File: config.mk
export PLATFORM = sky130hd
export DESIGN_NAME = dgp_port
export DESIGN_NICKNAME = d
export VERILOG_FILES = /design/src/dgp_pkg.sv /design/src/dgp_port.sv
export SDC_FILE = /design/constraint.sdc
export NUM_CORES = 1
export LEC_CHECK = 0
export BUFFER_PORTS_ARGS = -buffer_cell sky130_fd_sc_hd__buf_2
export CORE_MARGIN = 2
export CORE_UTILIZATION = 45
export DETAILED_ROUTE_END_ITERATION = 16
export PLACE_DENSITY_LB_ADDON = 0.3
export SKIP_LAST_GASP = 1
export SYNTH_ARGS = -nofsm -noshare
export SYNTH_HDL_FRONTEND = slang
export SYNTH_SLANG_ARGS = --single-unit
File: constraint.sdc
create_clock -name clock -period 3.15 [get_ports clock]
set_input_delay 0.4725 -clock clock [delete_from_list [all_inputs] [get_ports clock]]
set_output_delay 0.4725 -clock clock [all_outputs]
set_load 0.02 [all_outputs]
File: src/dgp_pkg.sv
// constants, register map and state record of the dual general-purpose port
package dgp_pkg;

    localparam int unsigned ADDR_W = 8;
    localparam int unsigned DATA_W = 8;
    localparam int unsigned PA_W   = 6;
    localparam int unsigned PB_W   = 8;

    localparam logic [7:0] OFS_PA_DATA = 8'h05;
    localparam logic [7:0] OFS_PA_DIR  = 8'h85;
    localparam logic [7:0] OFS_ACFG    = 8'h9F;
    localparam logic [7:0] OFS_PB_DATA = 8'h06;
    localparam logic [7:0] OFS_PB_DIR  = 8'h86;
    localparam logic [7:0] OFS_OPTION  = 8'h81;
    localparam logic [7:0] OFS_INTCTL  = 8'h0B;
    localparam logic [7:0] OFS_PA_BMOD = 8'h45;
    localparam logic [7:0] OFS_PB_BMOD = 8'h46;

    localparam int unsigned OPT_PULLUP_DIS_N_BIT = 7;
    localparam int unsigned OPT_EDGE_SEL_BIT     = 6;
    localparam int unsigned INT_PIN_CHANGE_BIT   = 0;
    localparam int unsigned INT_EXT_FLAG_BIT     = 1;
    localparam int unsigned PA_T0CK_BIT          = 4;
    localparam int unsigned PA_SS_BIT            = 5;
    localparam int unsigned PB_EXT_INT_BIT       = 0;

    localparam logic [5:0] PA_DIR_RST  = 6'h3F;
    localparam logic [7:0] PB_DIR_RST  = 8'hFF;
    localparam logic [2:0] ACFG_RST    = 3'h0;
    localparam logic       PULLUP_N_RST = 1'b1;
    localparam logic       EDGE_SEL_RST = 1'b1;
    localparam logic [5:0] PA_PUSH_PULL = 6'h2F;

    typedef struct packed {
        logic [5:0] pa_lat;
        logic [5:0] pa_dir;
        logic [2:0] acfg;
        logic [7:0] pb_lat;
        logic [7:0] pb_dir;
        logic       pullup_disable_n;
        logic       ext_int_edge_select;
        logic [3:0] pb_snap;
        logic       pin_change_flag;
        logic       ext_int_flag;
        logic       pb0_prev;
        logic       edge_armed;
        logic [7:0] rdata;
        logic [5:0] pa_out;
        logic [5:0] pa_oe;
        logic [7:0] pb_out;
        logic [7:0] pb_oe;
        logic [7:0] pb_pullup;
        logic       wake;
        logic       t0ck;
        logic       ss_n;
    } dgp_state_s;

    localparam dgp_state_s STATE_RST = '{
        pa_dir:              PA_DIR_RST,
        pb_dir:              PB_DIR_RST,
        acfg:                ACFG_RST,
        pullup_disable_n:    PULLUP_N_RST,
        ext_int_edge_select: EDGE_SEL_RST,
        ss_n:                1'b1,
        default:             '0
    };

endpackage

File: src/dgp_port.sv
// dual general-purpose port with pin-change detect and external interrupt edge
`timescale 1ns/1ps
`default_nettype none
module dgp_port (
    input  wire logic       clock,
    input  wire logic       rstn,
    input  wire logic [7:0] addr,
    input  wire logic [7:0] wdata,
    input  wire logic       wr,
    input  wire logic       rd,
    output logic      [7:0] rdata,
    input  wire logic [5:0] first_io_port_in,
    output logic      [5:0] first_io_port_out,
    output logic      [5:0] first_io_port_oe,
    input  wire logic [7:0] second_io_port_in,
    output logic      [7:0] second_io_port_out,
    output logic      [7:0] second_io_port_oe,
    output logic      [7:0] second_port_pullup_en,
    input  wire logic       timer0_ext_enable,
    input  wire logic       sync_serial_port_enable,
    output logic            timer0_ext_clock_in,
    output logic            sync_serial_port_ss_n,
    output logic            pin_change_flag,
    output logic            ext_int_flag,
    output logic            wake
);

    dgp_pkg::dgp_state_s s_q;
    dgp_pkg::dgp_state_s s_d;

    logic [5:0] pa_dig;
    logic [7:0] pa_bmod;
    logic [3:0] pb_mism;
    logic       ext_hit;

    // analog pins per configuration code; unlisted codes make all pins digital
    function automatic logic [5:0] analog_mask(input logic [2:0] cfg);
        logic [5:0] m;
        m = 6'h00;
        case (cfg)
            3'h0: m = 6'h2F;
            3'h1: m = 6'h0F;
            3'h2: m = 6'h07;
            3'h3: m = 6'h03;
            3'h4: m = 6'h01;
            default: m = 6'h00;
        endcase
        return m;
    endfunction

    // replace bit cmd[2:0] of the sampled pin value with cmd[7]
    function automatic logic [7:0] bit_modify(input logic [7:0] cur, input logic [7:0] cmd);
        logic [7:0] v;
        v = cur;
        v[cmd[2:0]] = cmd[7];
        return v;
    endfunction

    always_comb begin
        s_d = s_q;
        pa_dig = first_io_port_in & ~analog_mask(s_q.acfg);
        pa_bmod = bit_modify({2'h0, pa_dig}, wdata);
        pb_mism = (second_io_port_in[7:4] ^ s_q.pb_snap) & s_q.pb_dir[7:4];
        // no edge against the reset value of the previous sample
        if (s_q.ext_int_edge_select) begin
            ext_hit = s_q.edge_armed & second_io_port_in[dgp_pkg::PB_EXT_INT_BIT]
                      & ~s_q.pb0_prev;
        end else begin
            ext_hit = s_q.edge_armed & ~second_io_port_in[dgp_pkg::PB_EXT_INT_BIT]
                      & s_q.pb0_prev;
        end
        s_d.pb0_prev = second_io_port_in[dgp_pkg::PB_EXT_INT_BIT];
        s_d.edge_armed = 1'b1;
        s_d.rdata = 8'h00;

        if (rd) begin
            if (addr == dgp_pkg::OFS_PA_DATA) begin
                s_d.rdata = {2'h0, pa_dig};
            end else if (addr == dgp_pkg::OFS_PA_DIR) begin
                s_d.rdata = {2'h0, s_q.pa_dir};
            end else if (addr == dgp_pkg::OFS_ACFG) begin
                s_d.rdata = {5'h00, s_q.acfg};
            end else if (addr == dgp_pkg::OFS_PB_DATA) begin
                s_d.rdata = second_io_port_in;
                s_d.pb_snap = second_io_port_in[7:4];
            end else if (addr == dgp_pkg::OFS_PB_DIR) begin
                s_d.rdata = s_q.pb_dir;
            end else if (addr == dgp_pkg::OFS_OPTION) begin
                s_d.rdata = {s_q.pullup_disable_n, s_q.ext_int_edge_select, 6'h00};
            end else if (addr == dgp_pkg::OFS_INTCTL) begin
                s_d.rdata = {6'h00, s_q.ext_int_flag, s_q.pin_change_flag};
            end
        end

        if (wr) begin
            if (addr == dgp_pkg::OFS_PA_DATA) begin
                s_d.pa_lat = wdata[5:0];
            end else if (addr == dgp_pkg::OFS_PA_BMOD) begin
                s_d.pa_lat = pa_bmod[5:0];
            end else if (addr == dgp_pkg::OFS_PA_DIR) begin
                s_d.pa_dir = wdata[5:0];
            end else if (addr == dgp_pkg::OFS_ACFG) begin
                s_d.acfg = wdata[2:0];
            end else if (addr == dgp_pkg::OFS_PB_DATA) begin
                s_d.pb_lat = wdata;
                s_d.pb_snap = second_io_port_in[7:4];
            end else if (addr == dgp_pkg::OFS_PB_BMOD) begin
                s_d.pb_lat = bit_modify(second_io_port_in, wdata);
                s_d.pb_snap = second_io_port_in[7:4];
            end else if (addr == dgp_pkg::OFS_PB_DIR) begin
                s_d.pb_dir = wdata;
            end else if (addr == dgp_pkg::OFS_OPTION) begin
                s_d.pullup_disable_n = wdata[dgp_pkg::OPT_PULLUP_DIS_N_BIT];
                s_d.ext_int_edge_select = wdata[dgp_pkg::OPT_EDGE_SEL_BIT];
            end else if (addr == dgp_pkg::OFS_INTCTL) begin
                s_d.pin_change_flag = wdata[dgp_pkg::INT_PIN_CHANGE_BIT];
                s_d.ext_int_flag = wdata[dgp_pkg::INT_EXT_FLAG_BIT];
            end
        end

        // hardware set wins over a software clear in the same cycle
        if (|pb_mism) begin
            s_d.pin_change_flag = 1'b1;
        end
        if (ext_hit) begin
            s_d.ext_int_flag = 1'b1;
        end
        s_d.wake = |pb_mism;

        // pin drivers; enabled peripherals take their pins over
        s_d.pa_out = s_d.pa_lat & dgp_pkg::PA_PUSH_PULL;
        s_d.pa_oe = ~s_d.pa_dir;
        s_d.pa_oe[dgp_pkg::PA_T0CK_BIT] = ~s_d.pa_dir[dgp_pkg::PA_T0CK_BIT]
                                          & ~s_d.pa_lat[dgp_pkg::PA_T0CK_BIT]
                                          & ~timer0_ext_enable;
        if (sync_serial_port_enable) begin
            s_d.pa_oe[dgp_pkg::PA_SS_BIT] = 1'b0;
        end
        s_d.pb_out = s_d.pb_lat;
        s_d.pb_oe = ~s_d.pb_dir;
        s_d.pb_pullup = s_d.pb_dir & {8{~s_d.pullup_disable_n}};
        s_d.t0ck = first_io_port_in[dgp_pkg::PA_T0CK_BIT];
        s_d.ss_n = first_io_port_in[dgp_pkg::PA_SS_BIT];
    end

    always_ff @(posedge clock or negedge rstn) begin
        if (!rstn) begin
            s_q <= dgp_pkg::STATE_RST;
        end else begin
            s_q <= s_d;
        end
    end

    assign rdata                 = s_q.rdata;
    assign first_io_port_out     = s_q.pa_out;
    assign first_io_port_oe      = s_q.pa_oe;
    assign second_io_port_out    = s_q.pb_out;
    assign second_io_port_oe     = s_q.pb_oe;
    assign second_port_pullup_en = s_q.pb_pullup;
    assign timer0_ext_clock_in   = s_q.t0ck;
    assign sync_serial_port_ss_n = s_q.ss_n;
    assign pin_change_flag       = s_q.pin_change_flag;
    assign ext_int_flag          = s_q.ext_int_flag;
    assign wake                  = s_q.wake;
endmodule
`default_nettype wire

* Word-level counts from Yosys, hierarchy flattened
Index checks and enable logic that the tools add are counted.
W data, S select, Z words.
** Storage, ports and cells
- Flip-flop bits (word level) :: 79
- Input bits :: 36
- Word-level logic and storage cells :: 135
** Cells by class
- $lt $le $gt $ge :: 2
- Equal/unequal tests :: 29
- Muxes and demuxes :: 45
- Bitwise logic cells :: 26
- Reduce and logical (&&, ||, !) cells :: 13
** Operators with widths (count)
- $mux W8 :: 10
- $mux W33 :: 2
- $mux W39 :: 1
- $eq A8 B8 Y1 const B :: 4
- $ne A2 B2 Y1 const B :: 16
- $pmux W6 S5 :: 1
- $mux W4 :: 7
- $mux W27 :: 1
- $mux W24 :: 1
- $mux W10 :: 2
- $reduce_and A10 Y1 :: 2
- $mux W6 :: 3
- $bwmux W8 :: 2
- $eq A8 B3 Y1 const B :: 2
- $eq A8 B7 Y1 const B :: 2
- $mux W2 :: 8
- $not A1 Y1 :: 13
- $not A6 Y6 :: 2
- $reduce_bool A2 Y1 :: 5
- $reduce_and A9 Y1 :: 1
- $and A8 B8 Y8 :: 1
- $eq A8 B4 Y1 const B :: 1
- $not A8 Y8 :: 1
- $and A1 B1 Y1 :: 6
- other kinds (16) :: 21

* Depth between registers and ports, before layout
Gate-level depths: netlist (run 1).
- Depth after elaboration :: 16
- Mapped depth :: 7
- Gate-level depth less buffers :: 4

* Least setup slack after synthesis (run 1)
OpenSTA, ideal clock, no wires.
- Kind :: input port to flip-flop
- Start :: input port addr[5]
- End :: register s_q (netlist bit first_io_port_oe[4])
- Arrival :: 1.885 ns
- Data required time :: 3.064 ns
- Path slack :: 1.179 ns
- Cell stages on the path :: 6
- Path buffers :: 2
- Path through :: buf_6 -> or3_1 -> buf_6 -> nor3_4 -> mux2_2 -> nor3_1
** RTL lines
- start: declaration :: RTL line dgp_port.sv:7 : input wire logic [7:0] addr,
- end signal: assignment :: RTL line dgp_port.sv:148 : s_q <= dgp_pkg::STATE_RST;
- end: declaration :: RTL line dgp_port.sv:28 : dgp_pkg::dgp_state_s s_q;

==> results of run 1 <==
-- logic make-up (layout without fill, tap and decap cells) --
logic type	count (synthesis)	after routing	synth area share, %
flip-flops	74	74	49.1
XOR/XNOR	4	4	0.919
AO/OA/AOI/OAI	67	67	12.6
AND/OR/NAND/NOR	93	93	14.5
buffers and inverters	77	117	12.3
multiplexers	37	37	10.4
other	2	2	0.197
-- metrics by stage --
step           setup WS (ns)  instances  hold slack, ns  util [%]  power (mW)
2_1_floorplan           1.18        354           0.177         -        1.25
3_3_place_gp           0.848        483           0.454      48.3        1.34
3_5_place_dp           0.820        483           0.466      48.3        1.34
4_1_cts                 1.20        499           0.214      51.1        2.18
5_1_grt                0.991        499           0.204      51.1        2.26
6_report                1.17        499           0.223      51.1        2.15
-- worst paths after layout --
kind,depth (start not counted),slack [ns],start,endpoint
worst max register to register,4,1.80,ext_int_flag,rdata[1]
max in group asynchronous,1,2.31,rstn,second_port_pullup_en[2]
worst min register to register,2,0.48,s_q[82],s_q[82]
min in group asynchronous,1,0.26,rstn,s_q[85]
worst min-delay path,1,0.22,first_io_port_in[5],sync_serial_port_ss_n
worst max-delay path,5,1.17,addr[2],s_q[51]
-- power by group --
group | internal (mW) | leakage, nW | switching (mW)
Combinational | 0.0988 | 1.04 | 0.182
Sequential | 1.01 | 0.883 | 0.0297
Clock | 0.451 | 0.102 | 0.380
-- area by class of cell --
| class | count | area (µm²) | share of cell area [%] |
|---|---|---|---|
| clock buffer | 9 | 124 | 2.95 |
| tap | 105 | 131 | 3.13 |
| clock inverter | 7 | 100 | 2.39 |
| sequential | 74 | 1870 | 44.6 |
| inverter | 16 | 60.1 | 1.43 |
| multi-input combinational | 203 | 1480 | 35.2 |
| timing repair buffer | 85 | 433 | 10.3 |
-- cells in the final DEF (no fill, tap or decap), types with 4 or more instances in the layout --
cell type  synthesis  final
a211oi_1           5      5
a21o_1             6      6
a21oi_1            4      4
a221oi_1           7      7
a22oi_1            7      7
buf_2              1     82
clkbuf_8           0      9
dfrtp_1           57     57
dfstp_2           17     17
inv_1             15     15
mux2_2            20     20
mux2i_1           17     17
nand2_1           20     20
nor2_1            20     20
nor3_1            13     13
o211ai_1           4      4
o21ai_0           16     16
xor2_1             4      4
-- worst max-delay path, stage by stage --
cell	delay (ns)
buf_2	0.19
nor4bb_2	0.71
buf_4	0.33
o21ai_1	0.19
mux2_2	0.33
-- state kept, by name (all words and copies together) (netlist names), 6 cells and up --
signal	count
rdata	8
s_q	30
first_io_port_oe	6
second_io_port_oe	8
second_io_port_out	8
second_port_pullup_en	8
-- layer usage --
metal	up-vias	wire length, µm
li1	1279	-
met1	1363	4130
met2	124	4090
met3	11	679
met4	0	144
met5	-	0
==> results.md, run 1 <==
* Status: finished clean
* Setup fix buffers added after clock tree synthesis at 0
* Synth cell types at 57
* Post-layout nets at 425
* Number of I/O pins at 85
* Final HPWL DP at 6520 µm
* All-Layer GR Usage at 21.3%
* GR peak layer: met2
* Max VDD drop at 0.247 mV
* Initial DRC Count at 236
* Final Max Tran Viols at 0
* Fmax at 504 MHz
* Clock skew at 0.00651 ns
* Routed WL at between 9000 and 10000 µm
* Buffers on Ports at 83
* GP Congestion at 0.887
* Crit path time final at between 1.5 and 2 ns
* Average vias per placed instance at 5.57
* Syn avg cell area at 10.8 µm²
* Ys Warns at 0
* Placed standard-cell area at 3970 µm²
* Worst endpoint required time at 3.39 ns
* Hold/Removal Path Class: in -> reg
* Slew @ Worst Pin at between 0.9 and 1 ns
* Met2 GRT Util at approximately a third
* Setup_tns at 0 ns
* Finished Cell Area at 4200 µm²
* Area Growth Syn to Fin at 10.1%
* Core Rows at 33
* PwrDens at 513 nW/µm²
* Hold_buf cts at 0
* Critical Path AT at about 2.2 ns
* Sequential share of the synthesized area at 49.1%
* Type of origin of the critical path: input pin
* # clock sinks at 74
* Clock transition at path regs at 0.08 ns
* Most frequent cells after synthesis: dfrtp_1, buf_4, mux2_2, nand2_1, nor2_1
* #FFs+latches synth at 74
* Maxcap violations at 0
* Routed WL per cell at 18.1 µm
* CTS Buffer Depth at 2
* Post-synth top flop: dfrtp_1
* # DRC at 0
* Die H at 96.0 µm
* Largest net degree at the start of global routing at 75
* Share of cells above drive strength 1 at between 30% and 40%
* Die footprint at ~9000 µm²
* Final hold vios at 0
* Clock H-tree levels at 3
* Most frequent cell after synthesis: dfrtp_1
* Unrepaired setup endpoints after global routing: no
* Headroom to the max-slew limit at a little under 40%
* Initial Util at 46.4%
* # diodes at 0
* Core area at 8220 µm²
* Critical path class: in -> reg
* Synthesized instance count at between 300 and 400
* Number of global-route vias before repair at around 2800
* Leak at 2.03 nW
* Grt ovf at 0
* Post-cts resize count at 0
* Area leader, netlist: dfrtp_1
* First-pass GRT wire length at 14500 µm
* Die W at 96.0 µm
* Met1 usage at a little under 30%
* Synth top area cells: dfrtp_1, dfstp_2, buf_4
* Initial antenna violation count at 0
* Setup-failing EPs final at 0
* CP endpoint kind: register
* Async SR Flop Fraction at 100%
* FILL cells at roughly 770
* Clock buffer count from CTS at 9
* TritonCTS clock tree: built
* First-pass iteration count of the detailed router at 5
* Number of synthesized flops with an enable pin at 0
* Detail Route Antenna Nets at 0
* Clock root cell: clkbuf_8
* GRT met3 Usage at 7.13%
* Worst-path fanout max at 13
* Net Count, Synth at 390
* Final period utilization at a little over three fifths
* Clock Latency Late Sink at 0.35 ns
* Mapped cell area at 3810 µm²
* Routed via count at 2777
* Share of the synthesized area in the top cell type at around 37%
Note: power is estimated with default switching activity, not from simulation.
==> run 2, diff against run 1 <==
==> constraint.sdc (replaced) <==
create_clock -name clock -period 2.1 [get_ports clock]
set_input_delay 0.315 -clock clock [delete_from_list [all_inputs] [get_ports clock]]
set_output_delay 0.315 -clock clock [all_outputs]
set_load 0.02 [all_outputs]
==> results.md, run 2 (synthesized netlist as in run 1, its figures left out) <==
* Worst endpoint required time at between 2 and 2.5 ns
* CP top delay family: simple AND/OR/NAND/NOR gates
* All-Layer GR Usage at around 22%
* Setup-failing EPs final at 0
* Status: finished clean
* Final hold vios at 0
* Post-cts resize count at 0
* Die H at 96.0 µm
* Max VDD drop at 0.435 mV
* PwrDens at 761 nW/µm²
* Routed WL at 9220 µm
* Initial DRC Count at ~210
* Clock H-tree levels at 3
* Sw Share at 25.6%
* FF-to-FF setup slack at 0.74 ns
* # clock sinks at 74
* # diodes at 0
* Buffers on Ports at just over 80
* Part of the power in the clock network at 39.6%
* Routed WL per cell at 17.9 µm
* Post-layout nets at about 440
* Critical path class: in -> reg
* Crit path time final at about 1.6 ns
* Sequential share of power at 47.1%
* Slew @ Worst Pin at 0.496 ns
* TritonCTS clock tree: built
* Capturing point of the worst reg2reg path: rdata[5]
* Most frequent cells in the layout: buf_2, dfrtp_1, nand2_1, mux2_2, nor2_1
* GP Congestion at roughly 0.93
* CP endpoint kind: register
* # DRC at 0
* Initial Util at a little under half
* Switch Pwr at 851 µW
* Number of global-route vias before repair at 2804
* Headroom to the max-slew limit at 66.7%
* Largest net degree at the start of global routing at 40
* Average vias per placed instance at 5.57
* Clock transition at path regs at 0.08 ns
* Number of I/O pins at 85
* Hold/Removal Path Class: in -> reg
* Hold_buf cts at 1
* Share of cells above drive strength 1 at 38.8%
* Hold Startpoint: first_io_port_in[5]
* Unrepaired setup endpoints after global routing: no
* CP bufs+invs at 1
* Commonest non-fill, non-tap cell in the layout: buf_2
* Crit path largest cell delay at 0.48 ns
* RR Startpoint: s_q[74]
* Slowest-stage cell, CP: or3_1
* Final HPWL DP at 6720 µm
* Worst Hold Margin at 0.0734 ns
* Largest Register: s_q
* Type of origin of the critical path: input pin
* Core area at 8220 µm²
* Worst-path fanout max at 9
* Die W at 96.0 µm
* Final Max Tran Viols at 0
* Cells on Worst Hold Path at 1
* Maxcap violations at 0
* First-pass iteration count of the detailed router at 4
* Max FFs per register at 30
* Combinational power share at between 10% and 20%
* Clock Latency Late Sink at 0.35 ns
* Setup_tns at 0 ns
* Initial antenna violation count at 0
* First-pass GRT wire length at 14700 µm
* Die footprint at 9220 µm²
* CTS Buffer Depth at 2
* Core Util, Final at a little over half
* Clock buffer count from CTS at 9
* Setup fix buffers added after clock tree synthesis at 0
* Core Rows at 33
* Critical Path AT at between 1.5 and 2 ns
* Finished Cell Area at 4370 µm²
* Internal power at 2.47 mW
* Routed via count at 2871
* Fmax at a little over 600 MHz
* Clock skew at 0.0117 ns
* R2R depth at 3
* Area Growth Syn to Fin at 14.5%
* Detail Route Antenna Nets at 0
* Min-Delay Endpoint: sync_serial_port_ss_n
* Leak at 2.12 nW
* Final period utilization at 76.8%
* CP Cell Sequence: buf_2, or3_1, nor3b_1, mux2_2, nor2_1
* Grt ovf at 0
* Placed standard-cell area at 4120 µm²
* Clock root cell: clkbuf_8
run 2: cell count changes in the layout (fill, tap and decap cells not counted):
cell / delta
inv_6: -2
dlygate4sd3_1: +1
clkinvlp_4: -2
buf_4: +12
bufinv_16: +1
clkbuf_1: +2
buf_12: +3
clkinv_2: +1
run 2: power groups by stage:
| stage | Clock (mW) | Sequential [mW] | Combinational, mW |
|---|---|---|---|
| 4_1_cts | 1.35 | 1.57 | 0.443 |
| 3_5_place_dp | 0 | 1.59 | 0.441 |
| 2_1_floorplan | 0 | 1.59 | 0.290 |
| 3_3_place_gp | 0 | 1.59 | 0.433 |
| 5_1_grt | 1.41 | 1.57 | 0.486 |
| 6_report | 1.32 | 1.57 | 0.441 |
run 2: area by class of cell:
cell class / count / area (µm²)
Fill cell: 721 / 3850
Inverter: 16 / 60.1
Clock inverter: 5 / 103
Timing Repair Buffer: 101 / 593
Multi-Input combinational cell: 203 / 1480
Sequential cell: 74 / 1870
Tap cell: 105 / 131
Clock buffer: 11 / 131
run 2: stage by stage:
stage	setup slack, ns	cells	total power, mW
after floorplan	0.286	354	1.88
after global placement	0.193	498	2.02
after detailed placement	0.124	498	2.03
after CTS	0.506	515	3.35
after global routing	0.342	515	3.47
final	0.488	515	3.32
run 2: worst max path at each step:
| stage | from | to | cells past startpoint | slack (ns) |
|---|---|---|---|---|
| final | addr[4] | second_port_pullup_en[5] | 5 | 0.49 |
| after global routing | addr[1] | second_port_pullup_en[5] | 5 | 0.34 |
| after CTS | addr[4] | second_port_pullup_en[5] | 5 | 0.51 |
| after detailed placement | addr[4] | second_port_pullup_en[5] | 5 | 0.12 |
| after global placement | addr[4] | second_port_pullup_en[0] | 5 | 0.19 |
| after floorplan | addr[5] | first_io_port_oe[4] | 6 | 0.29 |
run 2: metal layers:
metal / global-route usage [%] / wire (µm) / vias up / share of wire [%]
li1: - / - / 1318 / -
met1: 30.6 / 4140 / 1423 / 45
met2: 32.1 / 4230 / 113 / 46
met3: 4.62 / 657 / 17 / 7.1
met4: 8.69 / 182 / 0 / 2.0
met5: 0 / 0 / - / 0
